==> src/design/set_select_pkg.sv <==
`default_nettype none

package set_select_pkg;

  // ---------------------------------------------------------------
  // register map (byte addresses)
  // ---------------------------------------------------------------
  localparam logic [7:0] CTRL_OFS = 8'h00;
  localparam logic [7:0] CONFIG_OFS = 8'h04;
  localparam logic [7:0] INDEX_OFS = 8'h08;
  localparam logic [7:0] CMD_OFS = 8'h0c;
  localparam logic [7:0] ACTIVE_OFS = 8'h10;
  localparam logic [7:0] STATUS_OFS = 8'h14;
  localparam logic [7:0] SLOT_VIEW_OFS = 8'h18;

  // ---------------------------------------------------------------
  // field positions
  // ---------------------------------------------------------------
  localparam int CTRL_ON_BIT = 0;
  localparam int CFG_COUNT_LSB = 0;
  localparam int CFG_BIT0_SRC_BIT = 4;
  localparam int CFG_BIT1_SRC_BIT = 5;
  localparam int CFG_INV_A_BIT = 6;
  localparam int CFG_INV_B_BIT = 7;
  localparam int CMD_SAVE_BIT = 0;
  localparam int CMD_RESTORE_BIT = 1;
  localparam int STAT_SLOT_LSB = 0;
  localparam int STAT_ADDR_LSB = 2;
  localparam int STAT_ON_BIT = 4;
  localparam int STAT_MISS_BIT = 5;

  // ---------------------------------------------------------------
  // limits and reset values
  // ---------------------------------------------------------------
  localparam logic [2:0] MAX_SETS = 3'h4;
  localparam logic [2:0] MIN_SETS = 3'h1;
  localparam logic [2:0] COUNT_RST = 3'h2;
  localparam logic [1:0] SLOT_RST = 2'h0;
  localparam int SYNC_STAGES = 2;

  typedef enum logic {
    SRC_LINE_A,
    SRC_LINE_B
  } line_src_t;

endpackage

`default_nettype wire

==> src/design/slot_bus_if.sv <==
`timescale 1ns/100ps
`default_nettype none

interface slot_bus_if #(
  parameter int DATA_W = 32
);
  logic save;
  logic [1:0] save_idx;
  logic [DATA_W-1:0] save_data;
  logic [1:0] pick_idx;
  logic [DATA_W-1:0] pick_data;
  logic [1:0] view_idx;
  logic [DATA_W-1:0] view_data;

  modport ctrl (
    output save, save_idx, save_data, pick_idx, view_idx,
    input pick_data, view_data
  );
  modport store (
    input save, save_idx, save_data, pick_idx, view_idx,
    output pick_data, view_data
  );
endinterface

`default_nettype wire

==> src/design/set_select_top.sv <==
// Functional notes
// - no fixed stepping; lines choose each set
// - stored set count limited to four
// - two sets: one address bit, either line
// - normal line: high gives bit one
// - inverted line: low gives bit one
// - more sets: two bits, per-bit line choice
// - address decodes as plain binary index
// - target index register accepts zero to three
// - save, only with enable bit clear, copies active set into target slot
// - restore, only with enable bit clear, copies target slot into active set
// - stored sets are volatile
// - trigger: sample, load set, then start
// - enable bit gates trigger-driven selection
`timescale 1ns/100ps
`default_nettype none

module set_select_top #(
  parameter int DATA_W = 32
) (
  input wire logic CLK_SYS_IN,
  input wire logic RST_IN,
  input wire logic PSEL_IN,
  input wire logic PENABLE_IN,
  input wire logic PWRITE_IN,
  input wire logic [7:0] PADDR_IN,
  input wire logic [31:0] PWDATA_IN,
  output logic [31:0] PRDATA_OUT,
  output logic PREADY_OUT,
  output logic PSLVERR_OUT,
  input wire logic INPUT_LINE_A_IN,
  input wire logic INPUT_LINE_B_IN,
  input wire logic FRAME_TRIG_IN,
  output logic [DATA_W-1:0] ACTIVE_SET_OUT,
  output logic [1:0] ACTIVE_SLOT_OUT,
  output logic ACQ_START_OUT
);

  // ---------------------------------------------------------------
  // helpers
  // ---------------------------------------------------------------
  function automatic logic [2:0] clamp_count(input logic [2:0] v);
    if (v > set_select_pkg::MAX_SETS) begin
      return set_select_pkg::MAX_SETS;
    end else if (v < set_select_pkg::MIN_SETS) begin
      return set_select_pkg::MIN_SETS;
    end
    return v;
  endfunction

  function automatic logic src_level(input logic src, input logic a, input logic b);
    return (src == set_select_pkg::SRC_LINE_B) ? b : a;
  endfunction

  // ---------------------------------------------------------------
  // pin synchronisers
  // ---------------------------------------------------------------
  logic [set_select_pkg::SYNC_STAGES-1:0] sync_a_reg;
  logic [set_select_pkg::SYNC_STAGES-1:0] sync_b_reg;
  logic [set_select_pkg::SYNC_STAGES-1:0] sync_t_reg;
  logic trig_prev_reg;

  always_ff @(posedge CLK_SYS_IN or posedge RST_IN) begin
    if (RST_IN) begin
      sync_a_reg <= '0;
      sync_b_reg <= '0;
      sync_t_reg <= '0;
      trig_prev_reg <= 1'b0;
    end else begin
      sync_a_reg <= {sync_a_reg[0], INPUT_LINE_A_IN};
      sync_b_reg <= {sync_b_reg[0], INPUT_LINE_B_IN};
      sync_t_reg <= {sync_t_reg[0], FRAME_TRIG_IN};
      trig_prev_reg <= sync_t_reg[1];
    end
  end

  logic line_a;
  logic line_b;
  logic trig_rise;
  assign trig_rise = sync_t_reg[1] & ~trig_prev_reg;

  // ---------------------------------------------------------------
  // configuration registers
  // ---------------------------------------------------------------
  logic set_select_on_reg;
  logic [2:0] stored_set_count_reg;
  logic bit0_line_source_reg;
  logic bit1_line_source_reg;
  logic invert_a_reg;
  logic invert_b_reg;
  logic [1:0] target_set_number_reg;

  logic acc_done;
  logic wr_done;
  assign acc_done = PSEL_IN & PENABLE_IN & PREADY_OUT;
  assign wr_done = acc_done & PWRITE_IN;

  always_ff @(posedge CLK_SYS_IN or posedge RST_IN) begin
    if (RST_IN) begin
      set_select_on_reg <= 1'b0;
      stored_set_count_reg <= set_select_pkg::COUNT_RST;
      bit0_line_source_reg <= set_select_pkg::SRC_LINE_A;
      bit1_line_source_reg <= set_select_pkg::SRC_LINE_B;
      invert_a_reg <= 1'b0;
      invert_b_reg <= 1'b0;
      target_set_number_reg <= set_select_pkg::SLOT_RST;
    end else if (wr_done) begin
      case (PADDR_IN)
        set_select_pkg::CTRL_OFS: begin
          set_select_on_reg <= PWDATA_IN[set_select_pkg::CTRL_ON_BIT];
        end
        set_select_pkg::CONFIG_OFS: begin
          stored_set_count_reg <=
            clamp_count(PWDATA_IN[set_select_pkg::CFG_COUNT_LSB +: 3]);
          bit0_line_source_reg <= PWDATA_IN[set_select_pkg::CFG_BIT0_SRC_BIT];
          bit1_line_source_reg <= PWDATA_IN[set_select_pkg::CFG_BIT1_SRC_BIT];
          invert_a_reg <= PWDATA_IN[set_select_pkg::CFG_INV_A_BIT];
          invert_b_reg <= PWDATA_IN[set_select_pkg::CFG_INV_B_BIT];
        end
        set_select_pkg::INDEX_OFS: begin
          target_set_number_reg <= PWDATA_IN[1:0];
        end
        default: begin
        end
      endcase
    end
  end

  // polarity per line
  assign line_a = sync_a_reg[1] ^ invert_a_reg;
  assign line_b = sync_b_reg[1] ^ invert_b_reg;

  // ---------------------------------------------------------------
  // address formation
  // ---------------------------------------------------------------
  logic [1:0] line_addr;
  always_comb begin
    line_addr[0] = src_level(bit0_line_source_reg, line_a, line_b);
    if (stored_set_count_reg > 3'h2) begin
      line_addr[1] = src_level(bit1_line_source_reg, line_a, line_b);
    end else begin
      line_addr[1] = 1'b0;
    end
  end

  // ---------------------------------------------------------------
  // commands (write-only pulses)
  // ---------------------------------------------------------------
  logic cmd_hit;
  logic save_cmd;
  logic restore_cmd;
  assign cmd_hit = wr_done & (PADDR_IN == set_select_pkg::CMD_OFS) & ~set_select_on_reg;
  assign save_cmd = cmd_hit & PWDATA_IN[set_select_pkg::CMD_SAVE_BIT];
  assign restore_cmd = cmd_hit & PWDATA_IN[set_select_pkg::CMD_RESTORE_BIT];

  // ---------------------------------------------------------------
  // trigger sequence
  // ---------------------------------------------------------------
  typedef enum logic [1:0] {
    ST_IDLE,
    ST_LOAD,
    ST_START
  } trig_state_t;

  trig_state_t state_reg;
  logic [1:0] addr_reg;
  logic miss_reg;

  slot_bus_if #(.DATA_W(DATA_W)) slots ();

  slot_store #(
    .DATA_W(DATA_W),
    .SLOTS(4)
  ) slot_store_inst (
    .clk_in(CLK_SYS_IN),
    .rst_in(RST_IN),
    .bus(slots)
  );

  logic [DATA_W-1:0] active_reg;
  assign slots.save = save_cmd;
  assign slots.save_idx = target_set_number_reg;
  assign slots.save_data = active_reg;
  assign slots.pick_idx = addr_reg;
  assign slots.view_idx = target_set_number_reg;

  logic addr_ok;
  assign addr_ok = {1'b0, addr_reg} < stored_set_count_reg;

  always_ff @(posedge CLK_SYS_IN or posedge RST_IN) begin
    if (RST_IN) begin
      state_reg <= ST_IDLE;
      addr_reg <= 2'h0;
      miss_reg <= 1'b0;
      ACQ_START_OUT <= 1'b0;
    end else begin
      ACQ_START_OUT <= 1'b0;
      case (state_reg)
        ST_IDLE: begin
          if (trig_rise && set_select_on_reg) begin
            addr_reg <= line_addr;
            state_reg <= ST_LOAD;
          end else if (trig_rise) begin
            state_reg <= ST_START;
          end
        end
        ST_LOAD: begin
          miss_reg <= ~addr_ok;
          state_reg <= ST_START;
        end
        ST_START: begin
          ACQ_START_OUT <= 1'b1;
          state_reg <= ST_IDLE;
        end
        default: begin
          state_reg <= ST_IDLE;
        end
      endcase
    end
  end

  // ---------------------------------------------------------------
  // active parameter set
  // ---------------------------------------------------------------
  always_ff @(posedge CLK_SYS_IN or posedge RST_IN) begin
    if (RST_IN) begin
      active_reg <= '0;
      ACTIVE_SLOT_OUT <= set_select_pkg::SLOT_RST;
    end else if (state_reg == ST_LOAD && addr_ok) begin
      active_reg <= slots.pick_data;
      ACTIVE_SLOT_OUT <= addr_reg;
    end else if (restore_cmd) begin
      active_reg <= slots.view_data;
      ACTIVE_SLOT_OUT <= target_set_number_reg;
    end else if (wr_done && PADDR_IN == set_select_pkg::ACTIVE_OFS) begin
      active_reg <= PWDATA_IN[DATA_W-1:0];
    end
  end

  always_ff @(posedge CLK_SYS_IN or posedge RST_IN) begin
    if (RST_IN) begin
      ACTIVE_SET_OUT <= '0;
    end else begin
      ACTIVE_SET_OUT <= active_reg;
    end
  end

  // ---------------------------------------------------------------
  // apb answer: one wait state, registered
  // ---------------------------------------------------------------
  logic [31:0] rd_next;
  logic hit_next;
  always_comb begin
    rd_next = 32'h0000_0000;
    hit_next = 1'b1;
    case (PADDR_IN)
      set_select_pkg::CTRL_OFS: begin
        rd_next[set_select_pkg::CTRL_ON_BIT] = set_select_on_reg;
      end
      set_select_pkg::CONFIG_OFS: begin
        rd_next[set_select_pkg::CFG_COUNT_LSB +: 3] = stored_set_count_reg;
        rd_next[set_select_pkg::CFG_BIT0_SRC_BIT] = bit0_line_source_reg;
        rd_next[set_select_pkg::CFG_BIT1_SRC_BIT] = bit1_line_source_reg;
        rd_next[set_select_pkg::CFG_INV_A_BIT] = invert_a_reg;
        rd_next[set_select_pkg::CFG_INV_B_BIT] = invert_b_reg;
      end
      set_select_pkg::INDEX_OFS: begin
        rd_next[1:0] = target_set_number_reg;
      end
      set_select_pkg::CMD_OFS: begin
        rd_next = 32'h0000_0000;
      end
      set_select_pkg::ACTIVE_OFS: begin
        rd_next[DATA_W-1:0] = active_reg;
      end
      set_select_pkg::STATUS_OFS: begin
        rd_next[set_select_pkg::STAT_SLOT_LSB +: 2] = ACTIVE_SLOT_OUT;
        rd_next[set_select_pkg::STAT_ADDR_LSB +: 2] = addr_reg;
        rd_next[set_select_pkg::STAT_ON_BIT] = set_select_on_reg;
        rd_next[set_select_pkg::STAT_MISS_BIT] = miss_reg;
      end
      set_select_pkg::SLOT_VIEW_OFS: begin
        rd_next[DATA_W-1:0] = slots.view_data;
      end
      default: begin
        hit_next = 1'b0;
      end
    endcase
  end

  always_ff @(posedge CLK_SYS_IN or posedge RST_IN) begin
    if (RST_IN) begin
      PREADY_OUT <= 1'b0;
      PRDATA_OUT <= 32'h0000_0000;
      PSLVERR_OUT <= 1'b0;
    end else if (PSEL_IN && PENABLE_IN && !PREADY_OUT) begin
      PREADY_OUT <= 1'b1;
      PRDATA_OUT <= PWRITE_IN ? 32'h0000_0000 : rd_next;
      PSLVERR_OUT <= ~hit_next;
    end else begin
      PREADY_OUT <= 1'b0;
      PRDATA_OUT <= 32'h0000_0000;
      PSLVERR_OUT <= 1'b0;
    end
  end

endmodule

`default_nettype wire

==> src/design/slot_store.sv <==
`timescale 1ns/100ps
`default_nettype none

module slot_store #(
  parameter int DATA_W = 32,
  parameter int SLOTS = 4
) (
  input wire logic clk_in,
  input wire logic rst_in,
  slot_bus_if.store bus
);

  // ---------------------------------------------------------------
  // stored sets, lost on power down
  // ---------------------------------------------------------------
  logic [DATA_W-1:0] slot_reg [SLOTS];

  always_ff @(posedge clk_in or posedge rst_in) begin
    if (rst_in) begin
      for (int i = 0; i < SLOTS; i++) begin
        slot_reg[i] <= '0;
      end
    end else if (bus.save) begin
      slot_reg[bus.save_idx] <= bus.save_data;
    end
  end

  assign bus.pick_data = slot_reg[bus.pick_idx];
  assign bus.view_data = slot_reg[bus.view_idx];

endmodule

`default_nettype wire

==> config.mk <==
export PLATFORM = sky130hd
export DESIGN_NAME = set_select_top
export DESIGN_NICKNAME = d
export VERILOG_FILES = /design/src/design/set_select_pkg.sv /design/src/design/slot_bus_if.sv /design/src/design/set_select_top.sv /design/src/design/slot_store.sv
export SDC_FILE = /design/constraint.sdc
export NUM_CORES = 1
export LEC_CHECK = 0
export BUFFER_PORTS_ARGS = -buffer_cell sky130_fd_sc_hd__clkbuf_2
export CAP_MARGIN = 20
export CORE_UTILIZATION = 45
export CTS_BUF_LIST = sky130_fd_sc_hd__clkbuf_8 sky130_fd_sc_hd__clkbuf_16
export DETAILED_ROUTE_END_ITERATION = 12
export MAX_ROUTING_LAYER = met4
export PLACE_DENSITY_LB_ADDON = 0.1
export SLEW_MARGIN = 30
export SYNTH_ARGS = -nofsm -noshare
export SYNTH_HDL_FRONTEND = slang
export SYNTH_HIERARCHICAL = 1
export SYNTH_SLANG_ARGS = --single-unit
export TNS_END_PERCENT = 100
==> constraint.sdc <==
create_clock -name CLK_SYS_IN -period 6.25 [get_ports CLK_SYS_IN]
set_input_delay 0.3125 -clock CLK_SYS_IN [delete_from_list [all_inputs] [get_ports CLK_SYS_IN]]
set_output_delay 0.3125 -clock CLK_SYS_IN [all_outputs]
set_load 0.1 [all_outputs]
==> results of run 1 <==
==> logic make-up after synthesis <==
group	share of synthesized area, %
fa+ha+maj	0.104
mux	25.7
xor+xnor	0.146
simple gates	5.23
flops	52.4
compound gates	11.7
buf+inv	4.73
==> layout make-up <==
| class | instances | share of cell area, % |
|---|---|---|
| inverters | 39 | 1.13 |
| flip-flops and latches | 251 | 45.3 |
| multi-input cells | 512 | 37.2 |
| well taps | 335 | 3.02 |
| clock buffers | 36 | 5.92 |
| repair buffers | 144 | 5.77 |
| clock inverters | 16 | 1.64 |
==> per-stage QoR <==
stage,worst slack [ps],util (%),area (um2),hold slack (ps),instances
floorplan,2520,-,12000,331,883
global placement,3170,48.9,12800,333,1277
detailed placement,3130,48.9,12800,335,1277
CTS,3140,53.1,13900,11.2,1333
global route,3000,53.1,13900,58.9,1333
finish,3140,53.1,13900,34.6,1333
==> power by group through the flow <==
stage | logic, uW | registers [uW] | clock network, uW
after detailed placement | 136 | 1670 | 0
final | 136 | 1640 | 1830
after global placement | 135 | 1670 | 0
after global routing | 148 | 1640 | 1930
after floorplan | 57.9 | 1690 | 0
after CTS | 138 | 1640 | 1870
==> critical path: cells and delay by family, from the launching register on <==
kind	cells	cell delay [ps]
simple gates	4	1350
buf+inv	2	940
flops	1	380
mux	1	310
==> synth_stat cells, drive strengths merged, types with 2 or more instances <==
master / number
nand3: 2
o21ai: 6
and4: 3
a22o: 3
a32oi: 3
o31ai: 31
mux2i: 2
and3b: 2
nor4b: 3
o211ai: 32
nor3: 4
o21a: 2
dfrtp: 249
nand3b: 4
a21oi: 7
mux2: 144
dfstp: 2
nand4: 4
buf: 48
nor3b: 3
a41oi: 31
nor2b: 4
nor2: 67
a22oi: 27
clkbuf: 33
nand2: 9
nand2b: 3
inv: 38
mux4: 64
nor4: 2
a211oi: 32
==> per-layer routing <==
layer	wire length (um)	vias to the layer above	track usage (%)	part of all wire (%)
met5	0	-	-	0
met4	805	0	6.80	2.5
met3	1500	62	2.90	4.6
met2	15400	233	38.9	47
met1	14900	4249	36.4	46
li1	-	3550	-	-
==> final timing paths <==
check,start,end,slack [ps],depth (start not counted)
max,PREADY_OUT,slot_store_inst/slot_reg[62],3140,7
min reg2reg,sync_a_reg[0],sync_a_reg[1],350,0
max reg2reg,PREADY_OUT,slot_store_inst/slot_reg[62],3140,7
min,PENABLE_IN,PREADY_OUT,30,3
min in group asynchronous,RST_IN,active_reg[18],480,3
max in group asynchronous,RST_IN,addr_reg[0],4510,4
==> repair_timing <==
| item | 4_1_cts | 5_1_grt |
|---|---|---|
| hold buffers | 4 | 0 |
| setup buffers | 0 | 0 |
| endpoints found under the hold margin | 46 | 0 |
==> metrics.cfg, run 1 <==
[status]
status = finished, violations left
violations = DRC

[yosys]
yosysSeqAreaShare_pct = 52.4
synth_nets = 932
syn_area_per_cell_um2 = 13.6
yosys_warnings = 6
ys.flop_type = dfrtp_1
synth.top_cell.area_share_pct = 52.0
yosys_register_bits = 251
syn-cell-area_um2 = 12000
ys_types = 58
synthCells = 883
ys_top_cells_by_area = dfrtp_1 52%, mux2_2 13%, mux4_2 12%, a41oi_1 2.3%, nor2_1 2.1%
netlist.top_cell.by_area = dfrtp_1
async_reset_ff_share_pct = 100
synth_edf_count = 0

[finish]
antenna_cells = 0
syn2layout_area_growth_pct = 15.7
nNetsFinal = 1025
most-common-layout-cells = 245 x dfrtp_1, 142 x mux2_2, 116 x clkbuf_2, 67 x nor2_1, 64 x mux4_2
multi_input_area_um2 = 5160
largest_reg_flops = 128
drive_above_1_share_pct = 42.0
final_common_cell = dfrtp_1
fillers = 2279
seq_area_um2 = 6290

[power_and_ir_drop]
power.net_switching_uw = 778
pwr-share-comb_pct = 3.8
p_int_uw = 2830
pwr-share-clk_pct = 50.8
power.density_nw_per_um2 = 260
total_leakage_power_uw = 0.00636
irDropWorstVdd_uv = 228
total_power_uw = 3610
swShare_pct = 21.6
power_frac_seq_pct = 45.5

[route]
ant_nets = 0
wire_per_inst_um = 24.4
vias_per_cell = 6.07
drcViolationCount = 11
wirelength_um = 32600
drtIter0Drc = 626
vias = 8094
drtPass1Iterations = 9

[floorplanning]
io_pins = 117
start_util_pct = 45.9
die_y_um = 165
core-area_um2 = 26100
dieArea_um2 = 27300
rows = 59
dieWidth_um = 165

[cts]
cts_resized = 0
htree_levels = 1
cts_made_buffers = 28
worstSkewPairLatency_ps = 550
cts_tree = yes
cts_root_buffer = clkbuf_16
cts.sinks = 251
clockBufferDepth = 3
clk_pin_slew_ps = 60

[critical_path]
cp_slowest_cell = nand3b_1
critPathMostFrequentCell = buf_4
worstSetupEndpointType = flip-flop
critPathMaxFanout = 38
crit_chain = and4_1 > buf_4 > nand4_1 > nor2_1 > nand3b_1 > buf_4 > mux2_2
slowest_delay_ps = 650
crit_type = flip-flop to flip-flop
crit_arrival_ps = 3520
cp_data_required_time_ps = 6660
start_kind = flip-flop

[timing]
relSlewSlack_pct = 43.9
worstMarginPinSlew_ps = 838
period_share_pct = 49.7
finalHoldViolCount = 0
setup_tns_ps = 0
min_period_ps = 3110
slew_violations = 0
finalSetupViolations = 0
fmaxAchievable_ghz = 0.322
rsz0062_at_grt = false
skew_ps = 27.4

[global_route]
grt_use_total_pct = 25.5
antenna_found_initial = 0
grt_pass1_vias = 8272
grt-ovfl-total = 0
grt_max_degree = 81
grt_pass1_wl_um = 50500

[flow_run]
cap_viol_max_count = 0

[hold_path]
min_path_type = input pin to flip-flop

[placement]
gp_congestion = 0.843
hpwl_um = 18400
io_buffers = 116

Note: power is estimated with default switching activity, not from simulation.
==> run 2, diff against run 1 <==
Clock period 6.25 ns to 2.85 ns, I/O delays scaled along.
==> run 2 against run 1 <==
Final area is 2.1% higher. Die area stayed put. Total power is 110% higher. Highest routed layer unchanged. Clock skew is 6.6 ps lower. Clock-buffer cell count is 2 higher. Clock power is 99% higher. The run still ends with DRC left. Global-route usage is 0.53 points higher. Register-to-register slack worse by 2500 ps.
==> metrics.cfg, run 2 (synthesis results as in run 1) <==
[finish]
fillers = 2272
drive_above_1_share_pct = 41.5
most-common-layout-cells = 245 x dfrtp_1, 142 x mux2_2, 116 x clkbuf_2, 67 x nor2_1, 64 x mux4_2
final_area_um2 = 14200
seq_area_um2 = 6290
multi_input_area_um2 = 5160
antenna_cells = 0
final_common_cell = dfrtp_1
final_core_util_pct = 54.3
largest_reg_flops = 128
nNetsFinal = 1060
syn2layout_area_growth_pct = 18.2

[power_and_ir_drop]
power.net_switching_uw = 1670
total_leakage_power_uw = 0.00651
total_power_uw = 7580
pwr-share-clk_pct = 48.1
swShare_pct = 22.1
pwr-share-comb_pct = 4.4
power.density_nw_per_um2 = 535
power_frac_seq_pct = 47.5
irDropWorstVdd_uv = 385
p_int_uw = 5910

[timing]
min_period_ps = 2240
setup_tns_ps = 0
finalHoldViolCount = 0
period_share_pct = 78.6
rsz0062_at_grt = false
worstMarginPinSlew_ps = 756
skew_ps = 20.8
slew_violations = 0
timing.final.ws_setup_ps = 610
fmaxAchievable_ghz = 0.446
relSlewSlack_pct = 49.3
finalSetupViolations = 0

[global_route]
grt-ovfl-total = 0
grt_pass1_wl_um = 51300
grt_pass1_vias = 8609
antenna_found_initial = 0
grt_use_total_pct = 26.1
grt_max_degree = 124

[floorplanning]
dieArea_um2 = 27300
start_util_pct = 45.9
dieWidth_um = 165
io_pins = 117
rows = 59
die_y_um = 165
core-area_um2 = 26100

[cts]
hold_buffers = 22
htree_levels = 1
cts_made_buffers = 28
worstSkewPairLatency_ps = 550
cts.sinks = 251
clockBufferDepth = 3
clk_pin_slew_ps = 60
cts_tree = yes
cts_setup_buffers = 0
cts_resized = 0
cts_root_buffer = clkbuf_16

[route]
wirelength_um = 33100
ant_nets = 0
vias = 8304
drtIter0Drc = 577
wire_per_inst_um = 24.3
vias_per_cell = 6.08
drcViolationCount = 19
drtPass1Iterations = 9

[critical_path]
worstSetupEndpointType = flip-flop
crit_arrival_ps = 2680
crit_type = flip-flop to flip-flop
critPathMaxFanout = 20
r2r_cells = 5
cp_data_required_time_ps = 3290
start_kind = flip-flop

[status]
status = finished, violations left
violations = DRC

[placement]
dpl_cell_area_um2 = 13000
dp_slack_ps = 615
gp_congestion = 0.807
io_buffers = 116
hpwl_um = 19600

[flow_run]
cap_viol_max_count = 0

[hold_path]
min_path_type = input pin to flip-flop
hold_depth = 3

-- run 2: power by group through the flow --
stage	Sequential, uW	Clock [uW]	Combinational (uW)
floorplan	3710	0	128
global placement	3670	0	308
detailed placement	3670	0	309
CTS	3600	3730	333
global route	3600	3860	361
finish	3600	3650	332
-- run 2: worst max-delay path, stage by stage (launching register included) --
cell	delay (ps)
dfrtp_1	380
and4_1	250
buf_4	320
and4_1	540
mux2_2	380
mux2_2	250
-- run 2: path summary, 6_finish.rpt --
| kind | start | end | slack (ps) |
|---|---|---|---|
| max | PREADY_OUT | ACTIVE_SLOT_OUT[1] | 610 |
| min | PWDATA_IN[23] | active_reg[23] | 8 |
| max reg2reg | PREADY_OUT | ACTIVE_SLOT_OUT[1] | 610 |
| min reg2reg | sync_t_reg[0] | sync_t_reg[1] | 350 |
| max in group asynchronous | RST_IN | slot_store_inst/slot_reg[122] | 1880 |
| min in group asynchronous | RST_IN | slot_store_inst/slot_reg[40] | 180 |
-- run 2: cell type report --
type / count / share of cell area [%]
Clock buffer: 38 / 5.99
Inverter: 39 / 1.09
Clock inverter: 12 / 0.688
Sequential cell: 251 / 44.4
Timing Repair Buffer: 179 / 8.49
Tap cell: 335 / 2.96
Multi-Input combinational cell: 512 / 36.4
-- run 2: per-stage QoR --
stage	hold slack, ps	cells
floorplan	174	883
detailed placement	253	1293
global placement	252	1293
CTS	0.452	1365
finish	8.13	1366
global route	14.3	1366
-- run 2: routing by layer --
layer,track usage (%),wire length [um],vias to the layer above
li1,-,-,3633
met1,33.6,14100,4337
met5,-,0,-
met2,42.0,16300,264
met3,4.02,1730,70
met4,9.13,1000,0
